`config.mk`:
```
export PLATFORM = sky130hd
export DESIGN_NAME = display_memory_addressing
export DESIGN_NICKNAME = d
export VERILOG_FILES = /design/src/design/plane_alu.v /design/src/design/color_compare.v /design/src/design/display_memory_addressing.v
export VERILOG_INCLUDE_DIRS = /design/src /design/src/common
export SDC_FILE = /design/constraint.sdc
export NUM_CORES = 1
export LEC_CHECK = 0
export BUFFER_PORTS_ARGS = -buffer_cell sky130_fd_sc_hd__buf_2
export CAP_MARGIN = 20
export CORE_MARGIN = 2
export CORE_UTILIZATION = 45
export DETAILED_ROUTE_END_ITERATION = 8
export MAX_ROUTING_LAYER = met4
export PLACE_DENSITY = 0.79
export SLEW_MARGIN = 20
export SYNTH_ARGS = -nofsm -noshare
export SYNTH_HDL_FRONTEND = slang
export SYNTH_SLANG_ARGS = --single-unit
```
`constraint.sdc`:
```
create_clock -name clk -period 4.3 [get_ports clk]
set_input_delay 0.86 -clock clk [delete_from_list [all_inputs] [get_ports clk]]
set_output_delay 0.86 -clock clk [all_outputs]
set_load 0.01 [all_outputs]
```
`src/common/dispmem_defines.vh`:
```
`ifndef DISPMEM_DEFINES_VH
`define DISPMEM_DEFINES_VH
// organization codes
`define ORG_PLANAR 1'b0
`define ORG_LINEAR 1'b1
// write types
`define WMODE_0 2'h0
`define WMODE_1 2'h1
`define WMODE_2 2'h2
`define WMODE_3 2'h3
// refresh modes
`define RMODE_WORD 1'b0
`define RMODE_BYTE 1'b1
// reset values
`define SEG_RESET 8'h00
`define PLANE_MASK_RESET 4'hF
`define READ_SEL_RESET 2'h0
// plane enables
`define PLANES_ALL 4'hF
`define REF_PLANES_TEXT 4'hC
`define REF_PLANES_GFX 4'hF
// address widths
`define CPU_AW 22
`define MEM_AW 20
`endif

```
`src/design/plane_alu.v`:
```
// Purpose: planar write datapath, one lane per plane
// Assumes: latches hold last read data per plane
// Notes: set/reset, bit mask and write types
`include "dispmem_defines.vh"

module plane_alu (
  // control
  input wire [1:0] write_type,
  input wire [3:0] set_reset,
  input wire [3:0] set_reset_en,
  input wire [7:0] bit_mask,
  // data
  input wire [7:0] cpu_byte,
  input wire [31:0] latches,
  output wire [31:0] wdata
);
  genvar p;
  generate
    for (p = 0; p < 4; p = p + 1) begin : lane
      wire [7:0] srv;
      wire [7:0] src;
      wire [7:0] msk;
      assign srv = {8{set_reset[p]}};
      assign src = (write_type == `WMODE_2) ? srv :
                   (set_reset_en[p] ? srv : cpu_byte);
      // bit mask picks which of the 8 pixels one access touches
      assign msk = (write_type == `WMODE_3) ? (bit_mask & cpu_byte) : bit_mask;
      assign wdata[p*8+7:p*8] = (write_type == `WMODE_1) ? latches[p*8+7:p*8] :
                                ((src & msk) | (latches[p*8+7:p*8] & ~msk));
    end
  endgenerate
endmodule // plane_alu

```
`src/design/color_compare.v`:
```
// Purpose: read type 1 colour compare over four planes
// Assumes: latches carry one byte per plane
// Notes: care bits drop planes from the compare
module color_compare (
  // inputs
  input wire [31:0] latches,
  input wire [3:0] cmp_color,
  input wire [3:0] cmp_care,
  // result
  output wire [7:0] match
);
  genvar b;
  generate
    for (b = 0; b < 8; b = b + 1) begin : pix
      wire [3:0] pv;
      assign pv = {latches[24+b], latches[16+b], latches[8+b], latches[b]};
      assign match[b] = &(~((pv ^ cmp_color) & cmp_care));
    end
  endgenerate
endmodule // color_compare

```
`src/design/display_memory_addressing.v`:
```
// Purpose: map cpu and refresh accesses onto four-plane display memory
// Assumes: one access per request pulse; memory answers next cycle
// Notes: translator offset supplied as a plain port
`include "dispmem_defines.vh"

module display_memory_addressing (
  // clock and reset
  input wire clk,
  input wire rst,
  // configuration
  input wire linear_mode,
  input wire text_mode,
  input wire translator_en,
  input wire [7:0] translator_base,
  input wire [1:0] read_plane_selector,
  input wire [3:0] write_plane_mask,
  input wire read_type,
  input wire [1:0] write_type,
  input wire [3:0] set_reset,
  input wire [3:0] set_reset_en,
  input wire [7:0] bit_mask,
  input wire [3:0] cmp_color,
  input wire [3:0] cmp_care,
  // segment pointer access
  input wire seg_we,
  input wire [7:0] seg_wdata,
  output reg [7:0] segment_pointer,
  // cpu side
  input wire cpu_req,
  input wire cpu_we,
  input wire [21:0] cpu_addr,
  input wire [7:0] cpu_wdata,
  output reg [7:0] cpu_rdata,
  output reg cpu_ack,
  // refresh side
  input wire ref_req,
  input wire refresh_mode,
  input wire [19:0] linear_count,
  input wire [4:0] char_row_scan,
  input wire [7:0] char_code,
  input wire [2:0] font_select,
  output reg [3:0] ref_planes,
  // video memory
  output reg mem_req,
  output reg mem_we,
  output reg [19:0] video_dword_address,
  output reg [3:0] mem_plane_en,
  output reg [31:0] mem_wdata,
  input wire [31:0] mem_rdata
);
  // ************************************************************
  // address formation
  // ************************************************************
  reg [31:0] latches;
  // one-bit machine: idle, or a cpu read waiting for its data
  localparam ST_IDLE = 1'b0;
  localparam ST_READ = 1'b1;
  reg state;
  reg next_state;
  reg take_ref;
  reg take_cpu;
  reg [7:0] next_segment_pointer;
  reg [7:0] next_cpu_rdata;
  reg next_cpu_ack;
  reg [3:0] next_ref_planes;
  reg next_mem_req;
  reg next_mem_we;
  reg [19:0] next_video_dword_address;
  reg [3:0] next_mem_plane_en;
  reg [31:0] next_mem_wdata;
  reg [31:0] next_latches;
  reg [1:0] next_pend_lane;
  reg next_pend_linear;
  reg [1:0] pend_lane;
  reg pend_linear;
  wire [31:0] alu_wdata;
  wire [7:0] cmp_match;
  reg [19:0] next_cpu_ma;
  reg [3:0] next_cpu_planes;
  reg [19:0] next_ref_ma;
  reg [1:0] lane;

  always @* begin
    lane = cpu_addr[1:0];
    next_cpu_planes = 4'h0;
    if (linear_mode == `ORG_PLANAR) begin
      next_cpu_ma = {segment_pointer[3:0], cpu_addr[15:0]};
      next_cpu_planes = cpu_we ? write_plane_mask : 4'hF;
    end else if (translator_en) begin
      next_cpu_ma = {translator_base[5:0], cpu_addr[15:2]};
      next_cpu_planes = 4'h1 << lane;
    end else begin
      next_cpu_ma = {segment_pointer[5:0], cpu_addr[15:2]};
      next_cpu_planes = 4'h1 << lane;
    end
  end

  // ************************************************************
  // refresh address
  // ************************************************************
  always @* begin
    if (text_mode) begin
      next_ref_ma = {4'h0, font_select[1], font_select[0], font_select[2], char_code, char_row_scan};
    end else if (refresh_mode == `RMODE_WORD) begin
      next_ref_ma = {linear_count[19:16], linear_count[14:0], linear_count[15]};
    end else begin
      next_ref_ma = linear_count;
    end
  end

  // ************************************************************
  // datapath
  // ************************************************************
  // four write types
  plane_alu u_alu (
    .write_type(write_type),
    .set_reset(set_reset),
    .set_reset_en(set_reset_en),
    .bit_mask(bit_mask),
    .cpu_byte(cpu_wdata),
    .latches(latches),
    .wdata(alu_wdata)
  );

  color_compare u_cmp (
    .latches(mem_rdata),
    .cmp_color(cmp_color),
    .cmp_care(cmp_care),
    .match(cmp_match)
  );

  // ************************************************************
  // request arbitration
  // ************************************************************
  // refresh has priority; a cpu request waits while ref_req is high
  // and is refused while a read is still waiting for its data
  always @* begin
    take_ref = ref_req;
    take_cpu = 1'b0;
    case (state)
      ST_IDLE: begin
        take_cpu = cpu_req && !ref_req;
      end
      ST_READ: begin
        take_cpu = 1'b0;
      end
      default: begin
        take_cpu = 1'b0;
      end
    endcase
  end

  always @* begin
    next_state = ST_IDLE;
    case (state)
      ST_IDLE: begin
        if (take_cpu && !cpu_we) begin
          next_state = ST_READ;
        end
      end
      ST_READ: begin
        next_state = ST_IDLE;
      end
      default: begin
        next_state = ST_IDLE;
      end
    endcase
  end

  // ************************************************************
  // next values
  // ************************************************************
  // host writable pointer
  always @* begin
    next_segment_pointer = segment_pointer;
    if (seg_we) begin
      next_segment_pointer = seg_wdata;
    end
  end

  // read data comes back one cycle after the request
  always @* begin
    next_cpu_rdata = cpu_rdata;
    next_latches = latches;
    next_cpu_ack = 1'b0;
    if (state == ST_READ) begin
      next_latches = mem_rdata;
      next_cpu_ack = 1'b1;
      if (pend_linear) begin
        next_cpu_rdata = mem_rdata[{pend_lane, 3'b000} +: 8];
      end else if (read_type) begin
        next_cpu_rdata = cmp_match;
      end else begin
        next_cpu_rdata = mem_rdata[{read_plane_selector, 3'b000} +: 8];
      end
    end else if (take_cpu && cpu_we) begin
      // writes are acknowledged as they are issued
      next_cpu_ack = 1'b1;
    end
  end

  always @* begin
    next_mem_req = 1'b0;
    next_mem_we = 1'b0;
    next_video_dword_address = video_dword_address;
    next_mem_plane_en = mem_plane_en;
    next_mem_wdata = mem_wdata;
    next_ref_planes = ref_planes;
    next_pend_lane = pend_lane;
    next_pend_linear = pend_linear;
    if (take_ref) begin
      next_mem_req = 1'b1;
      next_video_dword_address = next_ref_ma;
      next_ref_planes = text_mode ? `REF_PLANES_TEXT : `REF_PLANES_GFX;
      next_mem_plane_en = `PLANES_ALL;
    end else if (take_cpu) begin
      next_mem_req = 1'b1;
      next_mem_we = cpu_we;
      next_video_dword_address = next_cpu_ma;
      next_mem_plane_en = next_cpu_planes;
      // linear writes copy the byte to every lane; the enable picks one
      next_mem_wdata = linear_mode ? {4{cpu_wdata}} : alu_wdata;
      next_pend_lane = lane;
      next_pend_linear = linear_mode;
    end
  end

  // ************************************************************
  // segment pointer
  // ************************************************************
  always @(posedge clk or posedge rst) begin
    if (rst) begin
      segment_pointer <= `SEG_RESET;
    end else begin
      segment_pointer <= next_segment_pointer;
    end
  end

  // ************************************************************
  // cpu side registers
  // ************************************************************
  // latches load on cpu reads only, never on refresh fetches
  always @(posedge clk or posedge rst) begin
    if (rst) begin
      state <= ST_IDLE;
      cpu_rdata <= 8'h00;
      cpu_ack <= 1'b0;
      latches <= 32'h0000_0000;
      pend_lane <= 2'h0;
      pend_linear <= 1'b0;
    end else begin
      state <= next_state;
      cpu_rdata <= next_cpu_rdata;
      cpu_ack <= next_cpu_ack;
      latches <= next_latches;
      pend_lane <= next_pend_lane;
      pend_linear <= next_pend_linear;
    end
  end

  // ************************************************************
  // memory side registers
  // ************************************************************
  always @(posedge clk or posedge rst) begin
    if (rst) begin
      ref_planes <= 4'h0;
      mem_req <= 1'b0;
      mem_we <= 1'b0;
      video_dword_address <= 20'h0_0000;
      mem_plane_en <= 4'h0;
      mem_wdata <= 32'h0000_0000;
    end else begin
      ref_planes <= next_ref_planes;
      mem_req <= next_mem_req;
      mem_we <= next_mem_we;
      video_dword_address <= next_video_dword_address;
      mem_plane_en <= next_mem_plane_en;
      mem_wdata <= next_mem_wdata;
    end
  end
endmodule // display_memory_addressing

```
---- Yosys cells after proc, flatten, opt, wreduce, memory -nomap -nowiden ----
Index checks and enable logic that the tools add are counted.
word-level totals
  register bits after elaboration ......... 115
  input bits .............................. 157
  output and inout bits ................... 79
  logic and storage cells ................. 110
cells by class
  equal/unequal tests ..................... 3
  shift operators ......................... 3
  mux-type cells .......................... 36
  bitwise logic cells ..................... 40
  reductions and logical operators ........ 15
operators with widths
  operator                                              count
  2-to-1 mux 8 bit                                      15
  2-to-1 mux 20 bit                                     5
  bitwise AND 8 bit                                     9
  variable part select 32 x 6 -> 8 bit                  2
  bitwise AND 4 bit                                     8
  2-to-1 mux 32 bit                                     1
  inverter 4 bit                                        8
  bitwise OR 8 bit                                      4
  AND reduction 4 bit                                   8
  XOR 4 bit                                             8
  2-to-1 mux 16 bit                                     1
  2-to-1 mux 4 bit                                      4
  inverter 8 bit                                        1
  2-to-1 mux 1 bit                                      7
  equality test 2 bit (second input constant)           2
  case mux 1 bit (2 select lines)                       2
  << shifter 1 x 2 -> 4 bit (first input constant)      1
  logical AND 1 bit                                     3
  equality test 2 x 1 -> 1 bit (second input constant)  1
  logical NOT 1 bit                                     2
  2-to-1 mux 2 bit                                      1
  inverter 1 bit                                        2
  AND reduction 2 bit                                   1
  nonzero test 2 bit                                    1

---- Depth between registers and ports, before layout ----
Gate-level depths: netlist of run 1.
  word-level depth ........................ 7
  mapped depth ............................ 7
  depth with buffers taken out ............ 4

---- Hierarchy ----
Synthesis of run 1 repeated with hierarchy kept, for this count alone.
unflattened totals
  cell total of the unflattened synthesis .. 714
  area total of the unflattened synthesis .. 7264.5 sq um
by module, submodules not included
  module                     instances  cells an instance  area each (sq um)
  display_memory_addressing  1          536                5950.7
  plane_alu                  1          122                799.5
  color_compare              1          56                 514.2

---- Worst setup path after synthesis of run 1 ----
No wires, ideal clock.
  kind .................................... input to register
  start ................................... input port ref_req
  end ..................................... register mem_wdata[15]
  setup time .............................. 0.136 ns
  arrival ................................. 1.909 ns
  required time ........................... 4.164 ns
  setup slack ............................. 2.255 ns
  stages on the path ...................... 6
  path buffers ............................ 2
  cells stage by stage .................... buf_2 nor3b_2 nand2b_1 clkbuf_1 a21oi_1 a221oi_1
between the ends
  cells in the longest elaborated chain, start to end .. 4
  elaborated cells between the ends (all ways) .. 5
  those cells by class .................... mux: 1; bitwise: 1; reduce/logical: 3
RTL lines
  item                               line                             text
  start, declared                    display_memory_addressing.v:36   input wire ref_req,
  logical NOT 1 bit                  display_memory_addressing.v:142  take_cpu = cpu_req && !ref_req;
  logical AND 1 bit                  display_memory_addressing.v:142
  case mux 1 bit (2 select lines)    display_memory_addressing.v:140  case (state)
  AND reduction 2 bit (no line) (*)  n/a
  end signal, assigned               display_memory_addressing.v:278  mem_wdata <= next_mem_wdata;
  end, declared                      display_memory_addressing.v:48   output reg [31:0] mem_wdata,
Every way passes the cells marked *; elsewhere a longest branch is shown, timed or not.
A chain may end at the register's enable or synchronous reset.

---- Final worst setup path of run 1 ----
Ends and elaborated chain as after synthesis.

==> qor.txt, run 1 <==
DP Wirelength -> 15310 um
setup slack, reg-to-reg -> 2080 ps
DRC violations left -> 0
Top Ports -> 236
Hold-fix buffers, CTS -> 0
cell taking the most area after synthesis -> dfrtp_1
unrepaired setup endpoints after global routing -> false
synthesized-area fraction occupied by adder cells -> 0%
critical path class -> primary input to flip-flop
post-CTS setup buffers -> 0
synth top area cells -> dfrtp_1 (42%), mux2i_1 (8.0%), mux2_2 (6.2%), o21ai_0 (5.9%), nand2_1 (5.2%)
most common cell after layout, fill and taps aside -> buf_2
critical path arrival -> 2930 ps
fin crit share -> 61.68%
top-area cell type share of the netlist area -> 41.85%
DRT antenna net count -> 0
clock buffer count from CTS -> 17
EDFF count, synth -> 0
mux cell area share after synthesis -> 16.83%
Peak VDD IR -> 281.0 uV
Port Buffers -> 227
GRT Resource Usage Total -> 26.14%
clock skew -> 12.27 ps
Die Ht -> 126.5 um
gr ovfl total -> 0
initial antenna violation count -> 1
worst slew pin tran -> 864.3 ps
main flop type after synthesis -> dfrtp_1
Synth Area in Compound Gates -> 19.93%
P per Cell Area -> 419.8 mW/mm^2
Clock Sinks -> 113
Ys Warns -> 0
total negative slack -> 0 ps
Die X -> 126.5 um
max-cap violations -> 0
status -> complete, no violations
asr flop ratio synth -> 100.0%
RePlAce Congestion -> 0.8965
clock tree buffer depth -> 2
Initial Util -> 46.31%
Syn Area/Cell -> 9.625 sq um
Initial DRT Pass Iterations -> 6
Layout fillers -> 1276
worst skew pair latency -> 420 ps
crit-path max FO -> 47
Cells after Synth -> 702
Pleak -> 3.926 nW
Synth Register Bits -> 113
Synth cell types -> 46
Slew headroom -> 42.13%
Vias -> 6302
Layout Nets -> 1051
Worst Hold End -> ref_planes[2]
R2R cell count -> 5
vias in the first global route -> 5900
Die Area -> 0.01601 sq mm
clock transition at the registers of the reported paths -> 50 ps
final worst slack -> 1648 ps
final hold vios -> 0
Final Setup Violations -> 0
Slew Limit Fails -> 0
Mapped Area -> 0.006756 sq mm
Critical Path RT -> 4580 ps
reg-to-reg endpoint -> cpu_rdata[0]
num rows -> 44
wire length per cell -> 18.75 um
worst min path class -> flip-flop to flip-flop
Total Power -> 3.572 mW
syn nets -> 859
DP Worst Slack -> 1241 ps
CTS tree -> done
R2R Path Start -> state
Critical Path End Type -> flip-flop
Core Area -> 0.01459 sq mm
layout cells sized above 1 -> 36.05%
XOR/XNOR Fraction of Synth Area -> 4.148%
post-cts gate resize count -> 0
hold path cells -> 1
hold wc startpoint -> ref_planes[2]
Layout area overhead -> 25.96%
Starting DRT DRC Count -> 561
storage element area -> 0.002829 sq mm
commonest cells after routing, fill and taps aside -> buf_2 (227), dfrtp_1 (112), nand2_1 (94), o21ai_0 (79), mux2i_1 (54)
Fmax -> 377.0 MHz
drt via density -> 5.771
first-pass GRT wire length -> 31960 um
Simple-Gate Fraction of Synth Area -> 12.70%
Seq/Total Area, Yosys -> 41.85%
Root Buffer -> clkbuf_16
Post-Route Utilization -> 58.34%
largest net degree at the start of global routing -> 60
htree depth -> 4
multi-input combinational cell area -> 0.003622 sq mm
Tmin final -> 2652 ps
routed wire length -> 20470 um
CP startpoint kind -> primary input
largest family of logic cells by synthesized area -> compound AO/OA/AOI/OAI gates
==> metrics by stage <==
step / hold slack (ps) / instances / cell area (sq um)
2_1_floorplan: 475.3 / 702 / 6756
3_3_place_gp: 462.6 / 1059 / 7903
3_5_place_dp: 473.5 / 1059 / 7903
4_1_cts: 488.7 / 1091 / 8508
5_1_grt: 507.0 / 1092 / 8511
6_report: 480.3 / 1092 / 8511
==> sequential cells by signal, summed over array words and instances, names as in the netlist <==
signal,count
mem_wdata,32
cpu_ack,1
video_dword_address,20
mem_req,1
pend_lane,2
mem_plane_en,4
ref_planes,2
segment_pointer,8
state,1
mem_we,1
cpu_rdata,8
latches,32
pend_linear,1
==> cells in the mapped netlist (2+ instances only) <==
cell type and number:
or2_2 3, mux2_2 37, o211ai_1 22, a221o_1 2, dfrtp_1 113, nand3b_1 19, buf_1 9, mux4_2 8
nand3_1 3, o21a_1 3, a21bo_2 8, a211oi_1 27, a311oi_1 7, xor2_1 32, a21oi_1 22, a221oi_1 3
nor3_1 7, nor2b_1 2, and2_1 8, mux2i_1 54, o22ai_1 3, nor2_1 35, inv_1 8, nand2_1 94
o221ai_1 8, a31oi_1 8, o21ai_0 79, a222oi_1 8, buf_4 4, clkbuf_1 27, nand2b_1 2, o21ai_1 4
buf_2 20
==> critical path, cell delays in order <==
cell      delay, ps
buf_2           340
nor3b_2         800
nand2b_1        420
a21oi_1         350
a221oi_1        140
==> power by group <==
group | switching, mW | internal [mW] | total [mW]
Combinational | 0.417 | 0.352 | 0.769
Clock | 0.480 | 0.949 | 1.43
Sequential | 0.128 | 1.25 | 1.38
Total | 1.02 | 2.55 | 3.57
==> logic make-up after synthesis <==
logic type,after synthesis
AO/OA/AOI/OAI,207
XOR/XNOR,32
buffers and inverters,69
flip-flops,113
multiplexers,99
AND/OR/NAND/NOR,182
==> final cells by class <==
| type | count | area share [%] |
|---|---|---|
| Clock inverter | 11 | 1.588 |
| Tap cell | 184 | 2.705 |
| Antenna cell | 1 | 0.02940 |
| Inverter | 8 | 0.3822 |
| Clock buffer | 21 | 5.528 |
| Multi-Input combinational cell | 520 | 42.56 |
| Sequential cell | 113 | 33.24 |
| Timing Repair Buffer | 234 | 13.97 |
==> how the worst max path moves through the flow <==
stage                     startpoint              end  slack, ps  depth (start not counted)
final                        ref_req    mem_wdata[15]       1650                          5
after global routing         ref_req    mem_wdata[15]       1460                          5
after CTS                    ref_req     mem_wdata[7]       1690                          5
after detailed placement     ref_req     mem_wdata[7]       1240                          5
after global placement       ref_req  mem_plane_en[0]       1300                          5
after floorplan                  rst          cpu_ack        450                          1
==> metal layers <==
metal	GRT usage, %	wire, um	up-vias	part of all wire, %
met2	37.53	9287	315	45
li1	-	-	2960	-
met3	3.754	1540	43	7.5
met5	-	0	-	0
met4	10.60	511	0	2.5
met1	37.32	9132	2984	45
No activity file was read; power rests on OpenSTA's default activity.
==> run 2: changes to the inputs <==
--- a/config.mk
+++ b/config.mk
@@ -6,13 +6,14 @@
 export SDC_FILE = /design/constraint.sdc
 export NUM_CORES = 1
 export LEC_CHECK = 0
+export ABC_AREA = 1
 export BUFFER_PORTS_ARGS = -buffer_cell sky130_fd_sc_hd__buf_2
 export CAP_MARGIN = 20
 export CORE_MARGIN = 2
 export CORE_UTILIZATION = 45
 export DETAILED_ROUTE_END_ITERATION = 8
 export MAX_ROUTING_LAYER = met4
-export PLACE_DENSITY = 0.79
+export PLACE_DENSITY = 0.81
 export SLEW_MARGIN = 20
 export SYNTH_ARGS = -nofsm -noshare
 export SYNTH_HDL_FRONTEND = slang
==> constraint.sdc (replaced) <==
create_clock -name clk -period 2.4 [get_ports clk]
set_input_delay 0.48 -clock clk [delete_from_list [all_inputs] [get_ports clk]]
set_output_delay 0.48 -clock clk [all_outputs]
set_load 0.01 [all_outputs]
==> run 2 against run 1 <==
Register-to-register slack lost 1300 ps. Worst setup slack lost 870 ps. Critical path depth grew 3. Flip-flop and latch count is the same. Power grew 82%. Hold slack lost 350 ps. Global-route usage grew 1.0 points. Synthesized cell count grew 54%. Core utilization shrank 0.74 points. Non-clock buffer count grew 9. Synthesized area grew 6.5%. Count of clock-buffer cells in the layout shrank 4. Critical endpoint is now mem_wdata[6].
==> qor.txt, run 2 <==
CP Launch Point -> write_type[1]
htree depth -> 4
Critical Path RT -> 2680 ps
Fmax -> 616.9 MHz
Inserted Diodes -> 0
Clock Sinks -> 113
vias in the first global route -> 6905
worst min path class -> primary input to asynchronous set/reset pin
asr flop ratio synth -> 100.0%
Pleak -> 5.041 nW
worst-path cell with the longest stage delay -> nand2_1
P per Cell Area -> 717.3 mW/mm^2
num rows -> 46
crit-path max FO -> 9
cell taking the most area after synthesis -> dfrtp_1
CP Cell Sequence -> buf_2, nand2_1, nand2_1, nand2_1, o21ai_0, nand2_1, o211ai_1, nand2_1
clock transition at the registers of the reported paths -> 60 ps
largest registers -> latches x32, mem_wdata x32, video_dword_address x20
Hold-fix buffers, CTS -> 0
post-cts gate resize count -> 0
main flop type after synthesis -> dfrtp_1
Root Buffer -> clkbuf_16
Mapped Area -> 0.007194 sq mm
drt via density -> 5.121
wire length per cell -> 14.70 um
XOR/XNOR Fraction of Synth Area -> 0%
synth top area cells -> dfrtp_1 (39%), nand2_1 (22%), o21ai_0 (7.5%), inv_1 (5.3%), nor2_1 (5.0%)
Port Buffers -> 227
largest net degree at the start of global routing -> 56
Layout Nets -> 1445
worst skew pair latency -> 420 ps
Tmin final -> 1621 ps
gr ovfl total -> 0
Cells after Synth -> 1082
mux cell area share after synthesis -> 1.757%
Final Setup Violations -> 0
top post-synthesis cells by count -> nand2_1 (429), dfrtp_1 (113), o21ai_0 (108)
DP Wirelength -> 17060 um
Synth cell types -> 26
Slew headroom -> 61.79%
setup slack, reg-to-reg -> 810 ps
unrepaired setup endpoints after global routing -> false
critical path arrival -> 1900 ps
top-area cell type share of the netlist area -> 39.30%
Critical Path End Type -> flip-flop
post-CTS setup buffers -> 0
Die Area -> 0.01701 sq mm
Ys Warns -> 0
DRT antenna net count -> 0
commonest cells after routing, fill and taps aside -> nand2_1 (429), buf_2 (227), dfrtp_1 (113), o21ai_0 (108), inv_1 (101)
largest family of logic cells by synthesized area -> simple AND/OR/NAND/NOR gates
worst slew pin tran -> 572.0 ps
clock tree buffer depth -> 2
R2R cell count -> 6
Slew Limit Fails -> 0
Die Ht -> 130.4 um
routed wire length -> 22300 um
synthesized-area fraction occupied by adder cells -> 0%
Synth Register Bits -> 113
Top Ports -> 236
Synth Area in Compound Gates -> 16.54%
top-count cell post-synth -> nand2_1
first-pass GRT wire length -> 35130 um
R2R Path Start -> state
Peak VDD IR -> 506.1 uV
CTS tree -> done
GRT Resource Usage Total -> 27.14%
max-cap violations -> 0
layout cells sized above 1 -> 22.75%
initial antenna violation count -> 0
Starting DRT DRC Count -> 853
clock buffer count from CTS -> 17
Simple-Gate Fraction of Synth Area -> 32.73%
most common cell after layout, fill and taps aside -> nand2_1
EDFF count, synth -> 0
clock skew -> 11.82 ps
final hold vios -> 0
Core Area -> 0.01577 sq mm
Seq/Total Area, Yosys -> 39.30%
total negative slack -> 0 ps
max incr delay on CP -> 300 ps
Layout area overhead -> 26.24%
Die X -> 130.4 um
Syn Area/Cell -> 6.649 sq um
fin crit share -> 67.54%
RePlAce Congestion -> 0.9121
reg-to-reg endpoint -> mem_wdata[13]
status -> complete, no violations
hold_ws -> 129.5 ps
CP startpoint kind -> primary input
crit path to -> mem_wdata[6]
critical path class -> primary input to flip-flop
DRC violations left -> 0
Initial DRT Pass Iterations -> 5
CP most frequent cell -> nand2_1
Vias -> 7768
Initial Util -> 45.62%
syn nets -> 1239
-- run 2: cell count changes in the layout (fill, tap and decap cells not counted), sizes merged, moves of 19 or more --
cell	before	now
a211oi	27	0
inv	8	107
mux2	37	5
mux2i	54	7
nand2	94	430
nand3	3	58
nand3b	19	0
nor2	37	100
o21ai	83	110
xor2	32	0
-- run 2: worst min path at each step --
stage / endpoint / cells after the start / slack, ps
finish: segment_pointer[3] / 2 / 130
global route: segment_pointer[1] / 2 / 140
CTS: segment_pointer[1] / 2 / 130
detailed placement: cpu_rdata[1] / 2 / 460
global placement: latches[22] / 2 / 460
floorplan: latches[17] / 2 / 440
-- run 2: final cells by class --
cell class	instances	area, sq um
clock buffer	17	425.4
fill	1538	6688
multi-input combinational	806	3671
sequential	113	2828
timing repair buffer	243	1294
tap	216	270.3
clock inverter	15	183.9
inverter	107	410.4
-- run 2: critical path: cells and delay by family --
kind | cells | cell delay, ps
simple gates | 5 | 920
compound gates | 2 | 290
buf+inv | 1 | 210
-- run 2: layer usage --
| layer | GRT usage [%] | vias up | part of all wire [%] |
|---|---|---|---|
| li1 | - | 3865 | - |
| met1 | 39.08 | 3484 | 46 |
| met2 | 39.30 | 361 | 43 |
| met3 | 4.397 | 58 | 7.8 |
| met4 | 8.761 | 0 | 3.0 |
| met5 | - | - | 0 |
-- run 2: kinds of logic (layout without fill, tap and decap cells) --
kind of cell,Yosys count,after routing
buffers and inverters,163,382
and+or+nand+nor,592,592
DFF,113,113
muxes,12,12
AOI/OAI and AO/OA,202,202
-- run 2: power by group --
group	switching, mW	total (mW)	internal, mW
Sequential	0.191	2.41	2.22
Combinational	0.937	1.53	0.589
Clock	0.935	2.58	1.64
-- run 2: per-stage QoR --
step / instances / area [sq um] / util [%] / power [mW] / setup WS (ps)
final: 1517 / 9082 / 57.59 / 6.515 / 778.9
after global routing: 1517 / 9082 / 57.59 / 6.893 / 668.2
after detailed placement: 1485 / 8473 / 53.73 / 3.950 / 406.8
after floorplan: 1082 / 7198 / - / 3.332 / 548.6
after global placement: 1485 / 8473 / 53.73 / 3.909 / 417.1
after CTS: 1517 / 9082 / 57.59 / 6.554 / 823.7
==> run 3: changes to the inputs <==
==> constraint.sdc (replaced) <==
create_clock -name clk -period 1.35 [get_ports clk]
set_input_delay 0.27 -clock clk [delete_from_list [all_inputs] [get_ports clk]]
set_output_delay 0.27 -clock clk [all_outputs]
set_load 0.01 [all_outputs]
==> run 3 against run 2 <==
Final area is 4.9% higher. Final cell count rose by 2.5%. Die area did not move. Clock power grew 88%. Worst setup slack worse by 760 ps. Core utilization grew 2.8 points. Hold slack got worse by 120 ps. Critical path depth shrank 6. Via count grew 3.1%.
==> qor.txt, run 3 (same netlist as run 2, synthesis figures left out) <==
status -> complete, no violations
clock tree buffer depth -> 2
critical path class -> flip-flop to output port
CP most frequent cell -> buf_6
htree depth -> 4
RePlAce Congestion -> 0.9184
num rows -> 46
Clock Sinks -> 113
largest net degree at the start of global routing -> 57
GRT Resource Usage Total -> 27.15%
Initial Util -> 45.62%
Initial DRT Pass Iterations -> 5
max incr delay on CP -> 400 ps
layout cells sized above 1 -> 25.47%
wire length per cell -> 14.60 um
DP Wirelength -> 17550 um
commonest cells after routing, fill and taps aside -> nand2_1 (422), buf_2 (226), dfrtp_1 (112), o21ai_0 (108), inv_1 (101)
vias in the first global route -> 6905
Final Setup Violations -> 0
DRC violations left -> 0
gr ovfl total -> 0
worst skew pair latency -> 410 ps
total negative slack -> 0 ps
Port Buffers -> 227
design area -> 0.009530 sq mm
Die Area -> 0.01701 sq mm
Slew headroom -> 60.48%
Inserted Diodes -> 0
clock transition at the registers of the reported paths -> 60 ps
most common cell after layout, fill and taps aside -> nand2_1
crit-path max FO -> 3
Pleak -> 5.275 nW
Total Power -> 12.00 mW
Post-Route Utilization -> 60.43%
worst min path class -> primary input to flip-flop
worst-path cell with the longest stage delay -> dfrtp_1
Layout area overhead -> 32.47%
Critical Path RT -> 1080 ps
initial antenna violation count -> 0
first-pass GRT wire length -> 35020 um
DRT antenna net count -> 0
Slew Limit Fails -> 0
Core Area -> 0.01577 sq mm
Critical Path End Type -> output port
fin crit share -> 98.28%
largest registers -> latches x32, mem_wdata x32, video_dword_address x20
CP startpoint kind -> flip-flop
Peak VDD IR -> 912.6 uV
routed wire length -> 22700 um
Vias -> 8006
Root Buffer -> clkbuf_16
final worst slack -> 23.19 ps
Starting DRT DRC Count -> 774
clock skew -> 9.204 ps
drt via density -> 5.149
CP Cell Sequence -> buf_6, buf_6
Layout Nets -> 1483
P per Cell Area -> 1260 mW/mm^2
Fmax -> 753.7 MHz
Post-DP Area -> 0.008796 sq mm
worst slew pin tran -> 592.1 ps
Die Ht -> 130.4 um
Tmin final -> 1327 ps
Top Ports -> 236
Die X -> 130.4 um
clock buffer count from CTS -> 17
DP Worst Slack -> -40.55 ps
max-cap violations -> 0
CTS tree -> done
critical path arrival -> 1060 ps
final hold vios -> 0
[run 3: changes by cell type in the layout (fill, tap and decap cells not counted), moves of 2 or more]
cell,before,now
buf_4,13,39
buf_6,0,5
nand2_1,429,422
nand2_2,0,7
buf_12,3,10
clkinv_2,2,0
[run 3: worst paths after layout]
path	start	end	slack (ps)	cells after the start
worst min register to register	cpu_rdata[4]	cpu_rdata[4]	480	2
worst max-delay path	segment_pointer[0]	segment_pointer[0]	20	2
worst max register to register	state	mem_wdata[7]	80	8
worst min-delay path	cpu_we	state	10	2
max in group asynchronous	rst	mem_wdata[25]	390	4
min in group asynchronous	rst	mem_we	440	3
[run 3: report_power, final]
group	switching, mW	total, mW	internal [mW]
clock network	1.68	4.84	3.16
registers	0.328	4.28	3.95
logic	1.71	2.89	1.18
[run 3: layer usage]
layer,wire [um],track usage (%)
met2,9975,38.84
met1,10420,39.37
met5,0,-
met3,1800,4.886
met4,497,8.198
[run 3: timing repair]
action                                 in CTS  in global routing
setup buffers                               1                  3
pin swaps                                   0                  1
resized for setup                           1                 12
setup endpoints to repair                   5                 41
endpoints found under the hold margin      13                  0
hold buffers                                1                  0
[run 3: final cells by class]
type,instances,area [sq um]
inverter,107,410.4
clock inverter,14,202.7
timing repair buffer,281,1690
fill,1476,6240
tap,216,270.3
multi-input combinational,806,3689
sequential,113,2829
clock buffer,18,439.2
[run 3: worst max-delay path: cells and delay by family, from the launching register on]
kind / cells / cell delay, ps
DFF: 1 / 400
buffers and inverters: 2 / 240
[run 3: per-stage QoR]
step / cells / hold slack [ps]
CTS: 1552 / 1.766
global route: 1555 / 0.4524
global placement: 1518 / 349.6
floorplan: 1082 / 336.4
finish: 1555 / 13.12
detailed placement: 1518 / 346.4
